### config.mk
export PLATFORM = sky130hd
export DESIGN_NAME = system_clock_select_divider
export DESIGN_NICKNAME = d
export VERILOG_FILES = /design/src/rtl/clk_sel_pkg.sv /design/src/rtl/clk_div_pulse.sv /design/src/rtl/system_clock_select_divider.sv
export VERILOG_INCLUDE_DIRS = /design/src /design/src/rtl
export SDC_FILE = /design/constraint.sdc
export NUM_CORES = 1
export LEC_CHECK = 0
export BUFFER_PORTS_ARGS = -buffer_cell sky130_fd_sc_hd__clkbuf_2
export CORE_UTILIZATION = 35
export DETAILED_ROUTE_END_ITERATION = 10
export HOLD_SLACK_MARGIN = 0.15
export PLACE_DENSITY = 0.51
export SETUP_SLACK_MARGIN = 0.5
export SYNTH_ARGS = -nofsm -noshare
export SYNTH_HDL_FRONTEND = slang
export SYNTH_SLANG_ARGS = --single-unit
### constraint.sdc
create_clock -name core_clk_i -period 5.4 [get_ports core_clk_i]
set_input_delay 0.54 -clock core_clk_i [delete_from_list [all_inputs] [get_ports core_clk_i]]
set_output_delay 0.54 -clock core_clk_i [all_outputs]
set_load 0.02 [all_outputs]
### src/rtl/clk_sel_defines.svh
// Purpose: offsets, field positions, reset values and counts of the clock select block
// Assumes: 8-bit register port, every register reachable on all pages
// Notes:   included by its bare name
`ifndef CLK_SEL_DEFINES_SVH
`define CLK_SEL_DEFINES_SVH

`define DIV_RATIO_ADDR     8'h95
`define SRC_SWITCH_ADDR    8'h96
`define SRC_ENABLE_ADDR    8'h97
`define TIMED_ACCESS_ADDR  8'hC7
`define IRQ_STATUS_ADDR    8'hC8
`define IRQ_MASK_ADDR      8'hC9

`define DIV_RATIO_RESET    8'h00
`define SRC_SWITCH_RESET   8'h30
`define SRC_ENABLE_RESET   8'h30
`define IRQ_MASK_RESET     2'h0

// source switch layout
`define SW_FAST_ST_BIT     5
`define SW_SLOW_ST_BIT     4
`define SW_EXT_ST_BIT      3
`define SW_SEL_HI          2
`define SW_SEL_LO          1

// source enable layout
`define EN_EXT_HI          7
`define EN_EXT_LO          6
`define EN_FAST_BIT        5
`define EN_RSVD_ONE_BIT    4
`define EN_FAULT_BIT       0

`define SRC_FAST           2'h0
`define SRC_EXT            2'h1
`define SRC_SLOW           2'h2
`define SRC_RESERVED       2'h3
`define EXT_ON_CODE        2'h3

// unlock sequence and length of the open window in clock cycles
`define TA_KEY_FIRST       8'hAA
`define TA_KEY_SECOND      8'h55
`define TA_OPEN_CYCLES     3'h4

`define IRQ_DONE_BIT       0
`define IRQ_FAULT_BIT      1

`endif

### src/rtl/clk_sel_pkg.sv
// Purpose: types shared by the clock select block
// Assumes: nothing beyond the defines header
// Notes:   numeric values live in clk_sel_defines.svh
package clk_sel_pkg;
    typedef logic [1:0] src_sel_t;
    typedef logic [7:0] sfr_byte_t;
    typedef enum logic [0:0] {SW_IDLE, SW_PENDING} sw_state_t;
    typedef enum logic [1:0] {TA_LOCKED, TA_HALF, TA_OPEN} ta_state_t;
endpackage

### src/rtl/clk_div_pulse.sv
// Purpose: divides a source tick stream into system clock enable pulses
// Assumes: tick_i is a one-cycle pulse per source clock edge
// Notes:   restart_i realigns the count when the source changes
`timescale 1ns/1ps
module clk_div_pulse (
    input  wire logic       core_clk_i,
    input  wire logic       rst_i,
    input  wire logic       tick_i,
    input  wire logic       restart_i,
    input  wire logic [7:0] ratio_i,
    output logic            pulse_o
);
    logic [8:0] cnt_ff;
    logic [8:0] last_count;
    logic       at_last;
    logic       pass_through;

    // ratio n divides by 2n, so count 0 .. 2n-1
    assign last_count   = {ratio_i, 1'b0} - 9'h001;
    assign at_last      = (cnt_ff >= last_count);
    assign pass_through = (ratio_i == 8'h00);

    always_ff @(posedge core_clk_i or posedge rst_i) begin
        if (rst_i) begin
            cnt_ff  <= 9'h000;
            pulse_o <= 1'b0;
        end else if (restart_i) begin
            cnt_ff  <= 9'h000;
            pulse_o <= 1'b0;
        end else begin
            pulse_o <= tick_i & (pass_through | at_last);
            if (tick_i) begin
                cnt_ff <= (pass_through | at_last) ? 9'h000 : cnt_ff + 9'h001;
            end
        end
    end
endmodule

### src/rtl/system_clock_select_divider.sv
// Purpose: selects the system clock source, divides it, reports source status
// Assumes: oscillator edges arrive as one-cycle tick pulses synchronous to core_clk_i
// Notes:   system clock leaves as an enable pulse, never as a gated clock
// Operation
// - Divide ratio zero passes the source through, otherwise it divides by twice the ratio.
// - Select code 00 picks the fast oscillator, 01 the external input, 10 the slow oscillator.
// - The select field is write-only and its read-back need not show the source in use; the code reads back the last value written.
// - The fast oscillator status reads one only while that oscillator is enabled and stable, or while in-application programming is on.
// - The external status reads one only while the external input is enabled and stable.
// - The external input pin is taken as a clock only while its enable field is 11.
// - The fast oscillator enable bit turns that oscillator off at zero and on at one.
// - In-application programming forces the fast oscillator on and sets its enable and status.
// - Leaving in-application programming restores the earlier enable and status values.
// - The switch fault flag is zero after a good switch and one after a bad target.
// - A switch to an enabled but unstable source holds the fault flag until it is stable, then completes.
//
// The implementer's own choice: the plain strobed port.
`timescale 1ns/1ps
`include "clk_sel_defines.svh"
module system_clock_select_divider (
    input  wire logic                  core_clk_i,
    input  wire logic                  rst_i,
    input  wire logic [7:0]            addr_i,
    input  wire clk_sel_pkg::sfr_byte_t wr_data_i,
    input  wire logic                  wr_i,
    input  wire logic                  rd_i,
    output clk_sel_pkg::sfr_byte_t     rd_data_o,
    input  wire logic                  fast_tick_i,
    input  wire logic                  slow_tick_i,
    input  wire logic                  ext_tick_i,
    input  wire logic                  fast_osc_stable_i,
    input  wire logic                  slow_osc_stable_i,
    input  wire logic                  ext_input_stable_i,
    input  wire logic                  in_app_program_on_i,
    output logic                       fast_osc_on_o,
    output logic                       ext_input_on_o,
    output logic                       sys_clk_en_o,
    output clk_sel_pkg::src_sel_t      active_src_o,
    output logic                       irq_o
);
    import clk_sel_pkg::*;

    // register state
    sfr_byte_t  sys_divide_ratio_ff;
    src_sel_t   sel_written_ff;
    logic [1:0] ext_input_enable_ff;
    logic       fast_osc_on_ff;
    logic       fast_saved_ff;
    logic       iap_seen_ff;

    // switch control state
    src_sel_t   active_src_ff;
    src_sel_t   pend_src_ff;
    sw_state_t  sw_state_ff;
    logic       switch_fault_flag_ff;
    // timed access, interrupt, read data and pin state
    ta_state_t  ta_state_ff;
    logic [2:0] ta_cnt_ff;
    logic [1:0] irq_stat_ff;
    logic [1:0] irq_mask_ff;
    sfr_byte_t  rd_data_ff;
    logic       irq_ff;
    logic       fast_pin_ff;
    logic       ext_pin_ff;

    // next values
    src_sel_t   nxt_active_src;
    src_sel_t   nxt_pend_src;
    sw_state_t  nxt_sw_state;
    logic       nxt_fault;
    logic       switch_now;
    logic       done_evt;
    logic       fault_evt;
    ta_state_t  nxt_ta_state;
    logic [2:0] nxt_ta_cnt;
    logic [1:0] nxt_irq_stat;
    sfr_byte_t  nxt_rd_data;

    // register decode; no page select takes part
    logic wr_div;
    logic wr_sw;
    logic wr_en;
    logic wr_ta;
    logic wr_mask;
    logic rd_stat;
    logic ta_open;
    logic wr_sw_ok;
    logic wr_en_ok;

    assign wr_div   = wr_i & (addr_i == `DIV_RATIO_ADDR);
    assign wr_sw    = wr_i & (addr_i == `SRC_SWITCH_ADDR);
    assign wr_en    = wr_i & (addr_i == `SRC_ENABLE_ADDR);
    assign wr_ta    = wr_i & (addr_i == `TIMED_ACCESS_ADDR);
    assign wr_mask  = wr_i & (addr_i == `IRQ_MASK_ADDR);
    assign rd_stat  = rd_i & (addr_i == `IRQ_STATUS_ADDR);
    assign ta_open  = (ta_state_ff == TA_OPEN);
    // plain writes to protected registers are dropped
    assign wr_sw_ok = wr_sw & ta_open;
    assign wr_en_ok = wr_en & ta_open;


    // source availability
    logic iap_on;
    logic ext_on;
    logic fast_status;
    logic ext_status;
    logic slow_status;
    logic [3:0] src_enabled;
    logic [3:0] src_stable;
    src_sel_t   req_src;

    assign iap_on      = in_app_program_on_i;
    assign ext_on      = (ext_input_enable_ff == `EXT_ON_CODE);
    // programming reports the fast oscillator ready regardless
    assign fast_status = iap_on | (fast_osc_on_ff & fast_osc_stable_i);
    assign ext_status  = ext_on & ext_input_stable_i;
    assign slow_status = slow_osc_stable_i;

    assign src_enabled = {1'b0, 1'b1, ext_on, fast_osc_on_ff | iap_on};
    assign src_stable  = {1'b0, slow_status, ext_status, fast_status};
    assign req_src     = wr_data_i[`SW_SEL_HI:`SW_SEL_LO];

    // switch control
    always_comb begin
        nxt_active_src = active_src_ff;
        nxt_pend_src   = pend_src_ff;
        nxt_sw_state   = sw_state_ff;
        nxt_fault      = switch_fault_flag_ff;
        switch_now     = 1'b0;
        done_evt       = 1'b0;
        fault_evt      = 1'b0;
        // reserved code is ignored and leaves the current request alone
        if (wr_sw_ok && req_src != `SRC_RESERVED) begin
            if (src_stable[req_src]) begin
                nxt_active_src = req_src;
                nxt_sw_state   = SW_IDLE;
                nxt_fault      = 1'b0;
                switch_now     = (req_src != active_src_ff);
                done_evt       = 1'b1;
            end else if (src_enabled[req_src]) begin
                // old source keeps running until the target settles
                nxt_pend_src   = req_src;
                nxt_sw_state   = SW_PENDING;
                nxt_fault      = 1'b1;
                fault_evt      = 1'b1;
            end else begin
                nxt_sw_state   = SW_IDLE;
                nxt_fault      = 1'b1;
                fault_evt      = 1'b1;
            end
        end else begin
            case (sw_state_ff)
                SW_IDLE: begin
                    nxt_sw_state = SW_IDLE;
                end
                SW_PENDING: begin
                    if (src_stable[pend_src_ff]) begin
                        nxt_active_src = pend_src_ff;
                        nxt_sw_state   = SW_IDLE;
                        nxt_fault      = 1'b0;
                        switch_now     = (pend_src_ff != active_src_ff);
                        done_evt       = 1'b1;
                    end
                end
                default: begin
                    nxt_sw_state = SW_IDLE;
                end
            endcase
        end
    end

    // source in use, pending target and fault flag
    // the fault flag has no software clear, only the next switch
    always_ff @(posedge core_clk_i or posedge rst_i) begin
        if (rst_i) begin
            active_src_ff        <= `SRC_FAST;
            pend_src_ff          <= `SRC_FAST;
            sw_state_ff          <= SW_IDLE;
            switch_fault_flag_ff <= 1'b0;
        end else begin
            active_src_ff        <= nxt_active_src;
            pend_src_ff          <= nxt_pend_src;
            sw_state_ff          <= nxt_sw_state;
            switch_fault_flag_ff <= nxt_fault;
        end
    end

    // timed access: key pair, then a short window for one protected write
    always_comb begin
        nxt_ta_state = ta_state_ff;
        nxt_ta_cnt   = ta_cnt_ff;
        case (ta_state_ff)
            TA_LOCKED: begin
                if (wr_ta && wr_data_i == `TA_KEY_FIRST) begin
                    nxt_ta_state = TA_HALF;
                end
            end
            TA_HALF: begin
                // any write other than the second key breaks the sequence
                if (wr_ta && wr_data_i == `TA_KEY_SECOND) begin
                    nxt_ta_state = TA_OPEN;
                    nxt_ta_cnt   = `TA_OPEN_CYCLES;
                end else if (wr_i) begin
                    nxt_ta_state = TA_LOCKED;
                end
            end
            TA_OPEN: begin
                nxt_ta_cnt = ta_cnt_ff - 3'h1;
                if (wr_sw || wr_en || ta_cnt_ff == 3'h1) begin
                    nxt_ta_state = TA_LOCKED;
                end
            end
            default: begin
                nxt_ta_state = TA_LOCKED;
            end
        endcase
    end

    // count is reloaded by the second key, a stale value is harmless
    always_ff @(posedge core_clk_i or posedge rst_i) begin
        if (rst_i) begin
            ta_state_ff <= TA_LOCKED;
            ta_cnt_ff   <= 3'h0;
        end else begin
            ta_state_ff <= nxt_ta_state;
            ta_cnt_ff   <= nxt_ta_cnt;
        end
    end

    // software-written configuration
    // ratio and mask take plain writes; only switch and enable
    // need the window, as they can stop the clock
    always_ff @(posedge core_clk_i or posedge rst_i) begin
        if (rst_i) begin
            sys_divide_ratio_ff <= `DIV_RATIO_RESET;
            sel_written_ff      <= `SRC_FAST;
            ext_input_enable_ff <= 2'h0;
            irq_mask_ff         <= `IRQ_MASK_RESET;
        end else begin
            if (wr_div) begin
                sys_divide_ratio_ff <= wr_data_i;
            end
            if (wr_sw_ok) begin
                sel_written_ff <= req_src;
            end
            if (wr_en_ok) begin
                ext_input_enable_ff <= wr_data_i[`EN_EXT_HI:`EN_EXT_LO];
            end
            if (wr_mask) begin
                irq_mask_ff <= wr_data_i[1:0];
            end
        end
    end

    // fast oscillator enable with the programming override
    // writes during programming are dropped so the saved copy
    // is what comes back at exit
    always_ff @(posedge core_clk_i or posedge rst_i) begin
        if (rst_i) begin
            fast_osc_on_ff <= 1'b1;
            fast_saved_ff  <= 1'b1;
            iap_seen_ff    <= 1'b0;
        end else begin
            iap_seen_ff <= iap_on;
            if (iap_on && !iap_seen_ff) begin
                fast_saved_ff  <= fast_osc_on_ff;
                fast_osc_on_ff <= 1'b1;
            end else if (!iap_on && iap_seen_ff) begin
                fast_osc_on_ff <= fast_saved_ff;
            end else if (wr_en_ok && !iap_on) begin
                fast_osc_on_ff <= wr_data_i[`EN_FAST_BIT];
            end
        end
    end

    // source clock selection and division
    logic src_tick;
    logic div_pulse;

    // external ticks count only while the pin is taken as a clock
    // reserved code never becomes active; zero keeps the divider idle
    assign src_tick = (active_src_ff == `SRC_FAST) ? fast_tick_i :
                      (active_src_ff == `SRC_EXT)  ? (ext_tick_i & ext_on) :
                      (active_src_ff == `SRC_SLOW) ? slow_tick_i : 1'b0;

    // divider restarts on a switch so no short period is produced
    clk_div_pulse u_div (
        .core_clk_i (core_clk_i),
        .rst_i      (rst_i),
        .tick_i     (src_tick),
        .restart_i  (switch_now),
        .ratio_i    (sys_divide_ratio_ff),
        .pulse_o    (div_pulse)
    );

    // interrupt status: set wins over the clear done by a read
    assign nxt_irq_stat = (irq_stat_ff & {2{~rd_stat}}) | {fault_evt, done_evt};

    // read path
    sfr_byte_t sw_view;
    sfr_byte_t en_view;

    // select bits echo the last write, not the live source
    assign sw_view = {2'h0, fast_status, slow_status, ext_status, sel_written_ff, 1'b0};
    assign en_view = {ext_input_enable_ff, fast_osc_on_ff | iap_on, 1'b1, 3'h0,
                      switch_fault_flag_ff};

    // unmapped addresses read zero
    always_comb begin
        case (addr_i)
            `DIV_RATIO_ADDR:  nxt_rd_data = sys_divide_ratio_ff;
            `SRC_SWITCH_ADDR: nxt_rd_data = sw_view;
            `SRC_ENABLE_ADDR: nxt_rd_data = en_view;
            `IRQ_STATUS_ADDR: nxt_rd_data = {6'h00, irq_stat_ff};
            `IRQ_MASK_ADDR:   nxt_rd_data = {6'h00, irq_mask_ff};
            default:          nxt_rd_data = 8'h00;
        endcase
    end

    always_ff @(posedge core_clk_i or posedge rst_i) begin
        if (rst_i) begin
            rd_data_ff  <= 8'h00;
            irq_stat_ff <= 2'h0;
            irq_ff      <= 1'b0;
            fast_pin_ff <= 1'b1;
            ext_pin_ff  <= 1'b0;
        end else begin
            rd_data_ff  <= rd_i ? nxt_rd_data : 8'h00;
            irq_stat_ff <= nxt_irq_stat;
            irq_ff      <= |(nxt_irq_stat & irq_mask_ff);
            fast_pin_ff <= fast_osc_on_ff | iap_on;
            ext_pin_ff  <= ext_on;
        end
    end

    // ports are plain copies of flops
    assign rd_data_o      = rd_data_ff;
    assign irq_o          = irq_ff;
    assign fast_osc_on_o  = fast_pin_ff;
    assign ext_input_on_o = ext_pin_ff;
    assign sys_clk_en_o   = div_pulse;
    assign active_src_o   = active_src_ff;
endmodule

== Word level (Yosys, flattened, before mapping) ==
Cells that the tools add are included.
W data, S select, Z words.

* ROM bits: 0
* Bits in writable memories: 0
* Latch bits: 0
* Memories: 0
* Flip-flop bits (word level): 51
* Output and inout port bits: 14
* Word-level logic and storage cells: 140
* Bits of input ports: 27

* Divide/modulo/power cells: 0
* Shift operators: 0
* Bitwise logic cells: 21
* Reduce and logical (&&, ||, !) cells: 24
* Multiplexer cells: 47
* Multiply operators: 0
* Order comparisons: 3
* Add/subtract/negate cells: 3
* Eq/ne operators: 22

{| class="wikitable"
|+ Operators by type and width
! kind !! count
|-
| $eq A8 B8 Y1 const B || 7
|-
| $pmux W8 S5 || 1
|-
| $mux W1 || 27
|-
| $mux W9 || 3
|-
| $mux W2 || 8
|-
| $and A1 B1 Y1 || 12
|-
| $add A9 B1 Y9 const B || 1
|-
| $ge A9 B9 Y1 || 1
|-
| $reduce_and A3 Y1 || 3
|-
| $sub A9 B1 Y9 const B || 1
|-
| $eq A8 B7 Y1 const B || 1
|-
| $logic_not A8 Y1 || 1
|-
| $mux W8 || 1
|-
| $reduce_bool A2 Y1 || 4
|-
| $bmux W1 S2 || 3
|-
| $eq A2 B2 Y1 const B || 3
|-
| $logic_and A1 B1 Y1 || 6
|-
| $lt A2 B3 Y1 const B || 2
|-
| $ne A2 B2 Y1 const B || 3
|-
| $pmux W2 S3 || 1
|-
| $pmux W3 S2 || 1
|-
| $and A2 B2 Y2 || 2
|-
| $eq A2 B1 Y1 const B || 2
|-
| $logic_not A2 Y1 || 2
|-
| other kinds (15) || 24
|}

== Longest topological paths before layout ==
Gate-level depths: netlist of run 1.

* Depth after elaboration: 10
* Gate-level depth with buffers: 9

== Hierarchy ==
From an unflattened synthesis of run 1, not the netlist that was laid out.

* Cell total of the unflattened synthesis: 283
* Area, all modules: 2990.4 um^2

{| class="wikitable"
|+ By module, submodules not included
! module !! area an instance (um^2) !! sequential area each (um^2) !! instances !! cells an instance
|-
| system_clock_select_divider || 2153.3 || 1029.7 || 1 || 195
|-
| clk_div_pulse || 837.1 || 250.2 || 1 || 88
|}

== Worst setup path after synthesis of run 1 ==
Ideal clock, no wire load.

* Path kind: flip-flop to flip-flop
* From: reg sys_divide_ratio_ff[0]
* To: reg u_div.cnt_ff[0]
* Arrival time: 2.117 ns
* Setup time: 0.081 ns
* Stages on the path, launching flop included: 10
* Slack: 3.203 ns
* Required time: 5.319 ns
* Path through: dfrtp_1 > inv_1 > ha_1 > xnor2_1 > ha_1 > and4_1 > a2111oi_0 > o311a_1 > nor2_4 > nor3_2

* Cells in the longest elaborated chain, start to end: 6
* Elaborated cells on any way between the ends: 7
* Classes of those cells: add/sub: 1; order compare: 1; mux: 3; bitwise: 1; reduce/logical: 1

{| class="wikitable"
|+ Ends and longest elaborated chain
! element !! RTL line !! text
|-
| start: declaration || system_clock_select_divider.sv:44 || <nowiki>sfr_byte_t sys_divide_ratio_ff;</nowiki>
|-
| start signal: assignment || system_clock_select_divider.sv:235 || <nowiki>sys_divide_ratio_ff <= `DIV_RATIO_RESET;</nowiki>
|-
| start signal: assignment || system_clock_select_divider.sv:241 || <nowiki>sys_divide_ratio_ff <= wr_data_i;</nowiki>
|-
| $sub A9 B1 Y9 || clk_div_pulse.sv:19 || <nowiki>assign last_count = {ratio_i, 1'b0} - 9'h001;</nowiki>
|-
| $ge A9 B9 Y1 || clk_div_pulse.sv:20 || <nowiki>assign at_last = (cnt_ff >= last_count);</nowiki>
|-
| $or A1 B1 Y1 * || clk_div_pulse.sv:33 || <nowiki>cnt_ff <= (pass_through | at_last) ? 9'h000 : cnt_ff + 9'h001;</nowiki>
|-
| $mux W9 * || clk_div_pulse.sv:33 ||
|-
| $mux W9 * || clk_div_pulse.sv:32 || <nowiki>if (tick_i) begin</nowiki>
|-
| $mux W9 * || clk_div_pulse.sv:27 || <nowiki>end else if (restart_i) begin</nowiki>
|-
| end signal: assignment || clk_div_pulse.sv:33 ||
|-
| end: declaration || clk_div_pulse.sv:13 || <nowiki>logic [8:0] cnt_ff;</nowiki>
|}

Mark *: on every way between the ends. The rest lies on a longest branch, timed or not. The select of a mux whose other input is x is not followed.
A chain may end at the register's enable or synchronous reset.

== Final worst setup path of run 1 ==
* From: reg sys_divide_ratio_ff[0]
* To: reg u_div.cnt_ff[5]

The elaborated chain is that of the path after synthesis.

==> results of run 1 <==
==> power by group through the flow <==
stage               combinational, uW  clock [uW]  sequential [uW]
finish                            137         279              431
floorplan                         101           0              433
CTS                               140         286              432
global placement                  135           0              438
global route                      158         303              437
detailed placement                139           0              439
==> state kept, by name, indices dropped and copies added (netlist names), 2 cells and up <==
register	count
irq_mask_ff	2
ta_state_ff	2
rd_data_o	8
pend_src_ff	2
sys_divide_ratio_ff	8
sel_written_ff	2
ta_cnt_ff	3
u_div.cnt_ff	9
irq_stat_ff	2
ext_input_enable_ff	2
active_src_o	2
==> synthesized netlist by cell type, drive strengths merged, types with 3 or more instances <==
| cell | count | share of area (%) |
|---|---|---|
| a21o | 4 | 0.98 |
| nand3 | 11 | 1.8 |
| inv | 12 | 1.5 |
| mux2 | 19 | 7.2 |
| a21oi | 10 | 1.6 |
| dfrtp | 48 | 39 |
| nand4 | 6 | 1.7 |
| nand2b | 3 | 0.61 |
| mux2i | 6 | 2.0 |
| nor2 | 20 | 2.8 |
| buf | 4 | 0.85 |
| o21ai | 9 | 1.6 |
| ha | 15 | 6.1 |
| xnor2 | 10 | 2.8 |
| nor3b | 8 | 2.1 |
| nand2 | 16 | 2.0 |
| o22ai | 5 | 1.7 |
| dfstp | 3 | 2.6 |
| nor2b | 4 | 0.81 |
| nor3 | 18 | 4.8 |
| xor2 | 8 | 2.3 |
==> layer usage <==
layer | GRT usage, % | vias up | share of wire [%]
met1 | 25.1 | 1141 | 51
met3 | 3.87 | 4 | 3.7
li1 | - | 1117 | -
met4 | 3.86 | 0 | 0.55
met2 | 25.7 | 47 | 45
met5 | 0 | - | 0
==> area by class of cell <==
class                           count  area, sq um
Clock buffer                        6         82.6
Clock inverter                      2         35.0
Fill cell                         825         4840
Inverter                           12         45.0
Multi-Input combinational cell    212         1720
Sequential cell                    51         1280
Tap cell                          105          131
Timing Repair Buffer               41          208
==> cell usage in the layout (no fill, tap or decap), types with 2 or more instances in the layout <==
| master | Yosys | layout |
|---|---|---|
| nor3_1 | 8 | 8 |
| clkbuf_8 | 0 | 6 |
| nand3_1 | 11 | 11 |
| nor2_1 | 18 | 18 |
| nand4bb_1 | 2 | 2 |
| clkbuf_2 | 0 | 40 |
| nor3_2 | 9 | 9 |
| nand2_1 | 15 | 15 |
| nor4bb_1 | 2 | 2 |
| a221o_1 | 2 | 2 |
| ha_1 | 15 | 15 |
| mux2_4 | 2 | 2 |
| nand4_1 | 5 | 5 |
| a21o_1 | 4 | 4 |
| a22oi_1 | 2 | 2 |
| dfrtp_1 | 48 | 48 |
| nor3b_1 | 7 | 7 |
| and4bb_2 | 2 | 2 |
| dfstp_2 | 3 | 3 |
| nor2b_1 | 4 | 4 |
| mux2i_1 | 6 | 6 |
| mux2_1 | 2 | 2 |
| o21ai_0 | 6 | 6 |
| mux2_2 | 15 | 15 |
| or2_2 | 2 | 2 |
| o22ai_1 | 3 | 3 |
| a21oi_1 | 10 | 10 |
| and3b_1 | 2 | 2 |
| inv_1 | 12 | 11 |
| o21ai_1 | 2 | 2 |
| xnor2_1 | 10 | 10 |
| nand2b_1 | 3 | 3 |
| a22o_1 | 2 | 2 |
| xor2_1 | 8 | 8 |
==> critical path: stages, from the launching register on <==
cell and delay (ns):
dfrtp_1 0.49, inv_1 0.10, ha_1 0.24, xnor2_1 0.14, ha_1 0.29, and4_1 0.17, a2111oi_0 0.44, o311a_1 0.30
nor2_4 0.10, nor3_2 0.17
==> stage by stage <==
stage / power (uW) / utilization [%] / worst slack [ns] / area [sq um] / instances
floorplan: 534 / - / 3.20 / 3070 / 280
global placement: 573 / 40.6 / 2.85 / 3380 / 421
detailed placement: 578 / 40.6 / 2.87 / 3380 / 421
CTS: 857 / 42.0 / 2.84 / 3500 / 429
global route: 897 / 42.0 / 2.64 / 3500 / 429
finish: 847 / 42.0 / 2.87 / 3500 / 429
==> cell families (layout without fill, tap and decap cells) <==
group	after synthesis	count (layout)
simple gates	106	106
flops	51	51
compound gates	48	48
mux	25	25
xor+xnor	18	18
buf+inv	17	61
fa+ha+maj	15	15
==> how the worst max path moves through the flow <==
stage | start | to | slack [ns] | depth (start not counted)
6_report | sys_divide_ratio_ff[0] | u_div.cnt_ff[5] | 2.87 | 9
5_1_grt | sys_divide_ratio_ff[0] | u_div.cnt_ff[4] | 2.64 | 9
4_1_cts | sys_divide_ratio_ff[0] | u_div.cnt_ff[4] | 2.84 | 9
3_5_place_dp | sys_divide_ratio_ff[0] | u_div.cnt_ff[8] | 2.87 | 9
3_3_place_gp | sys_divide_ratio_ff[0] | u_div.cnt_ff[6] | 2.85 | 9
2_1_floorplan | sys_divide_ratio_ff[0] | u_div.cnt_ff[0] | 3.20 | 9
==> results.toml, run 1 <==
[clock_tree]
cts.clk_slew.worst_paths_ns = 0.10
post_cts_resized = 0
clockBufferDepth = 2
ctsHoldBuffers = 0
cts_tree = "built"
htreeDepth = 2
numClockSinks = 51
clk_latency_ns = 0.31
postCtsSetupBuffers = 0
cts_buffers = 5
clockRootBuffer = "clkbuf_8"

[logic_synthesis]
async_flop_share_pct = 100
synth-edff-count = 0
synth-simple-area-share_pct = 23.6
ys.flop_type = "dfrtp_1"
ys.warnings.count = 0
synth_top_family_by_area = "simple AND/OR/NAND/NOR gates"
synth_mux_area_share_pct = 9.16
synth_fa_ha_area_share_pct = 6.11
yosysSeqAreaShare_pct = 41.6
ys_ff_latch = 51
syn-num-nets = 322
synth-xor-area-share_pct = 5.13
avgSynthCellArea_sq_um = 11.0
synth_cell_types = 68
synth_compound_area_share_pct = 12.0
syn_inst = 280
syn_area_sq_um = 3070

[route]
drtIter0Drc = 93
totalWireLength_um = 7150
wl_per_cell_um = 16.7
drtPass1Iterations = 4
ant_nets = 0
route.detailed.drc = 0
vias = 2309
viasPerCell = 5.38

[power]
power_frac_seq_pct = 50.9
power.leakage_uw = 0.00165
swShare_pct = 26.9
combPwrFrac_pct = 16.2
peakVddDrop_mv = 0.128
p_switching_uw = 228
clockPowerShare_pct = 32.9
p_int_uw = 620
powerDensity_nw_per_um2 = 242

[worst_setup_path]
endpoint_kind = "register"
worstPathArrival_ns = 2.76
rr_worst_depth = 9
r2r_setup_slack_ns = 2.87
reg2reg_from = "sys_divide_ratio_ff[0]"
path_max_fanout = 9
required_ns = 5.62
rr_endpoint = "u_div.cnt_ff[5]"
start_kind = "register"
worstSetupPathType = "reg -> reg"

[floorplan]
start_util_pct = 36.9
fp.dieW_um = 95.7
die_h_um = 95.7
die_area_sq_um = 9160
ios = 41
rows = 33
core_sq_um = 8340

[timing]
final_max_slew_viol_count = 0
fin_crit_ns = 2.53
skew_ns = 0.0108
hold_viol = 0
whs_ns = 0.392
clock.fmax_ghz = 0.395
setup-tns-final_ns = 0
rsz0062_at_grt = "no"
finalSetupViolations = 0
tightest_slew_ns = 0.662
maxSlewHeadroom_pct = 55.9
fin_crit_sh_pct = 46.9

[placement]
place_congestion = 0.816
numPortBuffers = 40
hpwl_um = 5360

[min_path]
hp-class = "in -> async"

[grt]
gr-usage-all-layers_pct = 17.2
grt_max_degree = 52
antenna_found_initial = 0
grt_pass1_vias = 2269
grt_overflow = 0
grt_pass1_wl_um = 11800

[cells_and_area]
n_antenna_cell = 0
fin_nets = 365
drive_gt1_share_pct = 30.6
syn_to_final_growth_pct = 13.9

[flow_run]
cap_viol_max_count = 0

[run_status]
outcome = "finished clean"
(Power assumes the default switching activity.)
==> inputs of run 2 (changes only) <==
==> constraint.sdc (replaced) <==
create_clock -name core_clk_i -period 2.7 [get_ports core_clk_i]
set_input_delay 0.27 -clock core_clk_i [delete_from_list [all_inputs] [get_ports core_clk_i]]
set_output_delay 0.27 -clock core_clk_i [all_outputs]
set_load 0.02 [all_outputs]
==> run 2 against run 1 <==
Clock power up 61%. Via count grew 1.1%. Largest cell class unchanged. Sequential share of layout area fell by 0.78 points. Critical path type unchanged.
==> results.toml, run 2 (synthesis gave the netlist of run 1 again) <==
[worst_setup_path]
reg2reg_from = "sys_divide_ratio_ff[5]"
endpoint_kind = "register"
required_ns = 2.94
crit_start = "sys_divide_ratio_ff[5]"
cpPeakStageDelay_ns = 0.44
path_cells = "nor4_4 > nand2_1 > xor2_1 > ha_1 > a221oi_2 > o311a_1 > nor2_4 > buf_12 > nor3_4"
path_max_fanout = 9
worstSetupPathType = "reg -> reg"
worstPathArrival_ns = 2.59
r2r_setup_slack_ns = 0.35
start_kind = "register"
critPathSlowestCell = "dfrtp_2"

[cells_and_area]
largest_reg_flops = 9
regArea_sq_um = 1290
fin_util_pct = 43.1
regMostFlops = "u_div.cnt_ff"
syn_to_final_growth_pct = 16.9
final_cell_mix = "dfrtp_1 (43), clkbuf_2 (40), nor2_1 (18)"
n_antenna_cell = 0
drive_gt1_share_pct = 34.6
mostFrequentLayoutCell = "dfrtp_1"
fillers = 807
fin_nets = 373
multiInputGateArea_sq_um = 1760

[timing]
hold_viol = 0
whs_ns = 0.220
tightest_slew_ns = 0.667
rsz0062_at_grt = "yes"
setup-tns-final_ns = 0
clock.fmax_ghz = 0.425
maxSlewHeadroom_pct = 55.5
timing.final.ws_setup_ns = 0.347
final_max_slew_viol_count = 0
fin_crit_ns = 2.35
finalSetupViolations = 0
skew_ns = 0.0183
fin_crit_sh_pct = 87.1

[clock_tree]
clockRootBuffer = "clkbuf_8"
clk_latency_ns = 0.32
cts.clk_slew.worst_paths_ns = 0.11
htreeDepth = 2
numClockSinks = 51
cts_tree = "built"
cts_buffers = 5
clockBufferDepth = 2

[route]
vias = 2334
wl_per_cell_um = 16.6
viasPerCell = 5.34
drtPass1Iterations = 4
totalWireLength_um = 7260
ant_nets = 0
drtIter0Drc = 87
route.detailed.drc = 0

[placement]
place_congestion = 0.850
pre_cts_ws_ns = 0.189
hpwl_um = 5370
numPortBuffers = 40

[power]
peakVddDrop_mv = 0.234
power_uw = 1610
powerDensity_nw_per_um2 = 449
power.leakage_uw = 0.00167

[grt]
grt_pass1_wl_um = 11900
grt_max_degree = 52
grt_overflow = 0
gr-usage-all-layers_pct = 17.2
grt_pass1_vias = 2299
antenna_found_initial = 0

[floorplan]
die_h_um = 95.7
die_area_sq_um = 9160
start_util_pct = 36.9
core_sq_um = 8340
ios = 41
rows = 33
fp.dieW_um = 95.7

[flow_run]
cap_viol_max_count = 0

[min_path]
hp-start = "wr_data_i[4]"
hp-class = "in -> reg"

[run_status]
outcome = "finished clean"
-- run 2: layout make-up --
type / count / share of cell area, %
tap: 105 / 3.65
clock inverter: 3 / 0.557
multi-input combinational: 212 / 48.9
sequential: 51 / 35.8
timing repair buffer: 49 / 7.94
clock buffer: 5 / 1.91
inverter: 12 / 1.25
-- run 2: timing repair --
| item | 4_1_cts | 5_1_grt |
|---|---|---|
| setup endpoints to repair | 10 | 11 |
| buffers inserted | 6 | 0 |
| endpoints found under the hold margin | 30 | 0 |
| resized for setup | 9 | 4 |
| hold buffers | 2 | 0 |
| pin swaps | 4 | 4 |
-- run 2: per-layer routing --
| metal | GRT usage (%) | routed length [um] |
|---|---|---|
| met1 | 25.2 | 3640 |
| met2 | 26.2 | 3240 |
| met3 | 3.16 | 311 |
| met4 | 4.10 | 68 |
| met5 | 0 | 0 |
-- run 2: where the power goes --
part | leakage, uW | internal (uW) | switching (uW)
logic | 0.000958 | 138 | 161
registers | 0.000668 | 817 | 46.6
clock network | 0.0000402 | 181 | 269
-- run 2: worst paths after layout --
path	cells past startpoint	to
worst max-delay path	9	u_div.cnt_ff[4]
worst min-delay path	2	sys_divide_ratio_ff[4]
worst max register to register	9	u_div.cnt_ff[4]
worst min register to register	1	ta_state_ff[0]
max in group asynchronous	4	sys_divide_ratio_ff[3]
min in group asynchronous	4	active_src_o[1]
-- run 2: critical path: cells and delay by family, from the launching register on --
family	cells	cell delay, ns
simple gates	4	0.62
compound gates	2	0.59
flops	1	0.44
fa+ha+maj	1	0.30
xor+xnor	1	0.15
buf+inv	1	0.14
-- run 2: per-stage QoR --
| step | std cells | area (sq um) |
|---|---|---|
| floorplan | 280 | 3070 |
| global placement | 421 | 3380 |
| detailed placement | 421 | 3380 |
| CTS | 437 | 3580 |
| global route | 437 | 3590 |
| finish | 437 | 3590 |
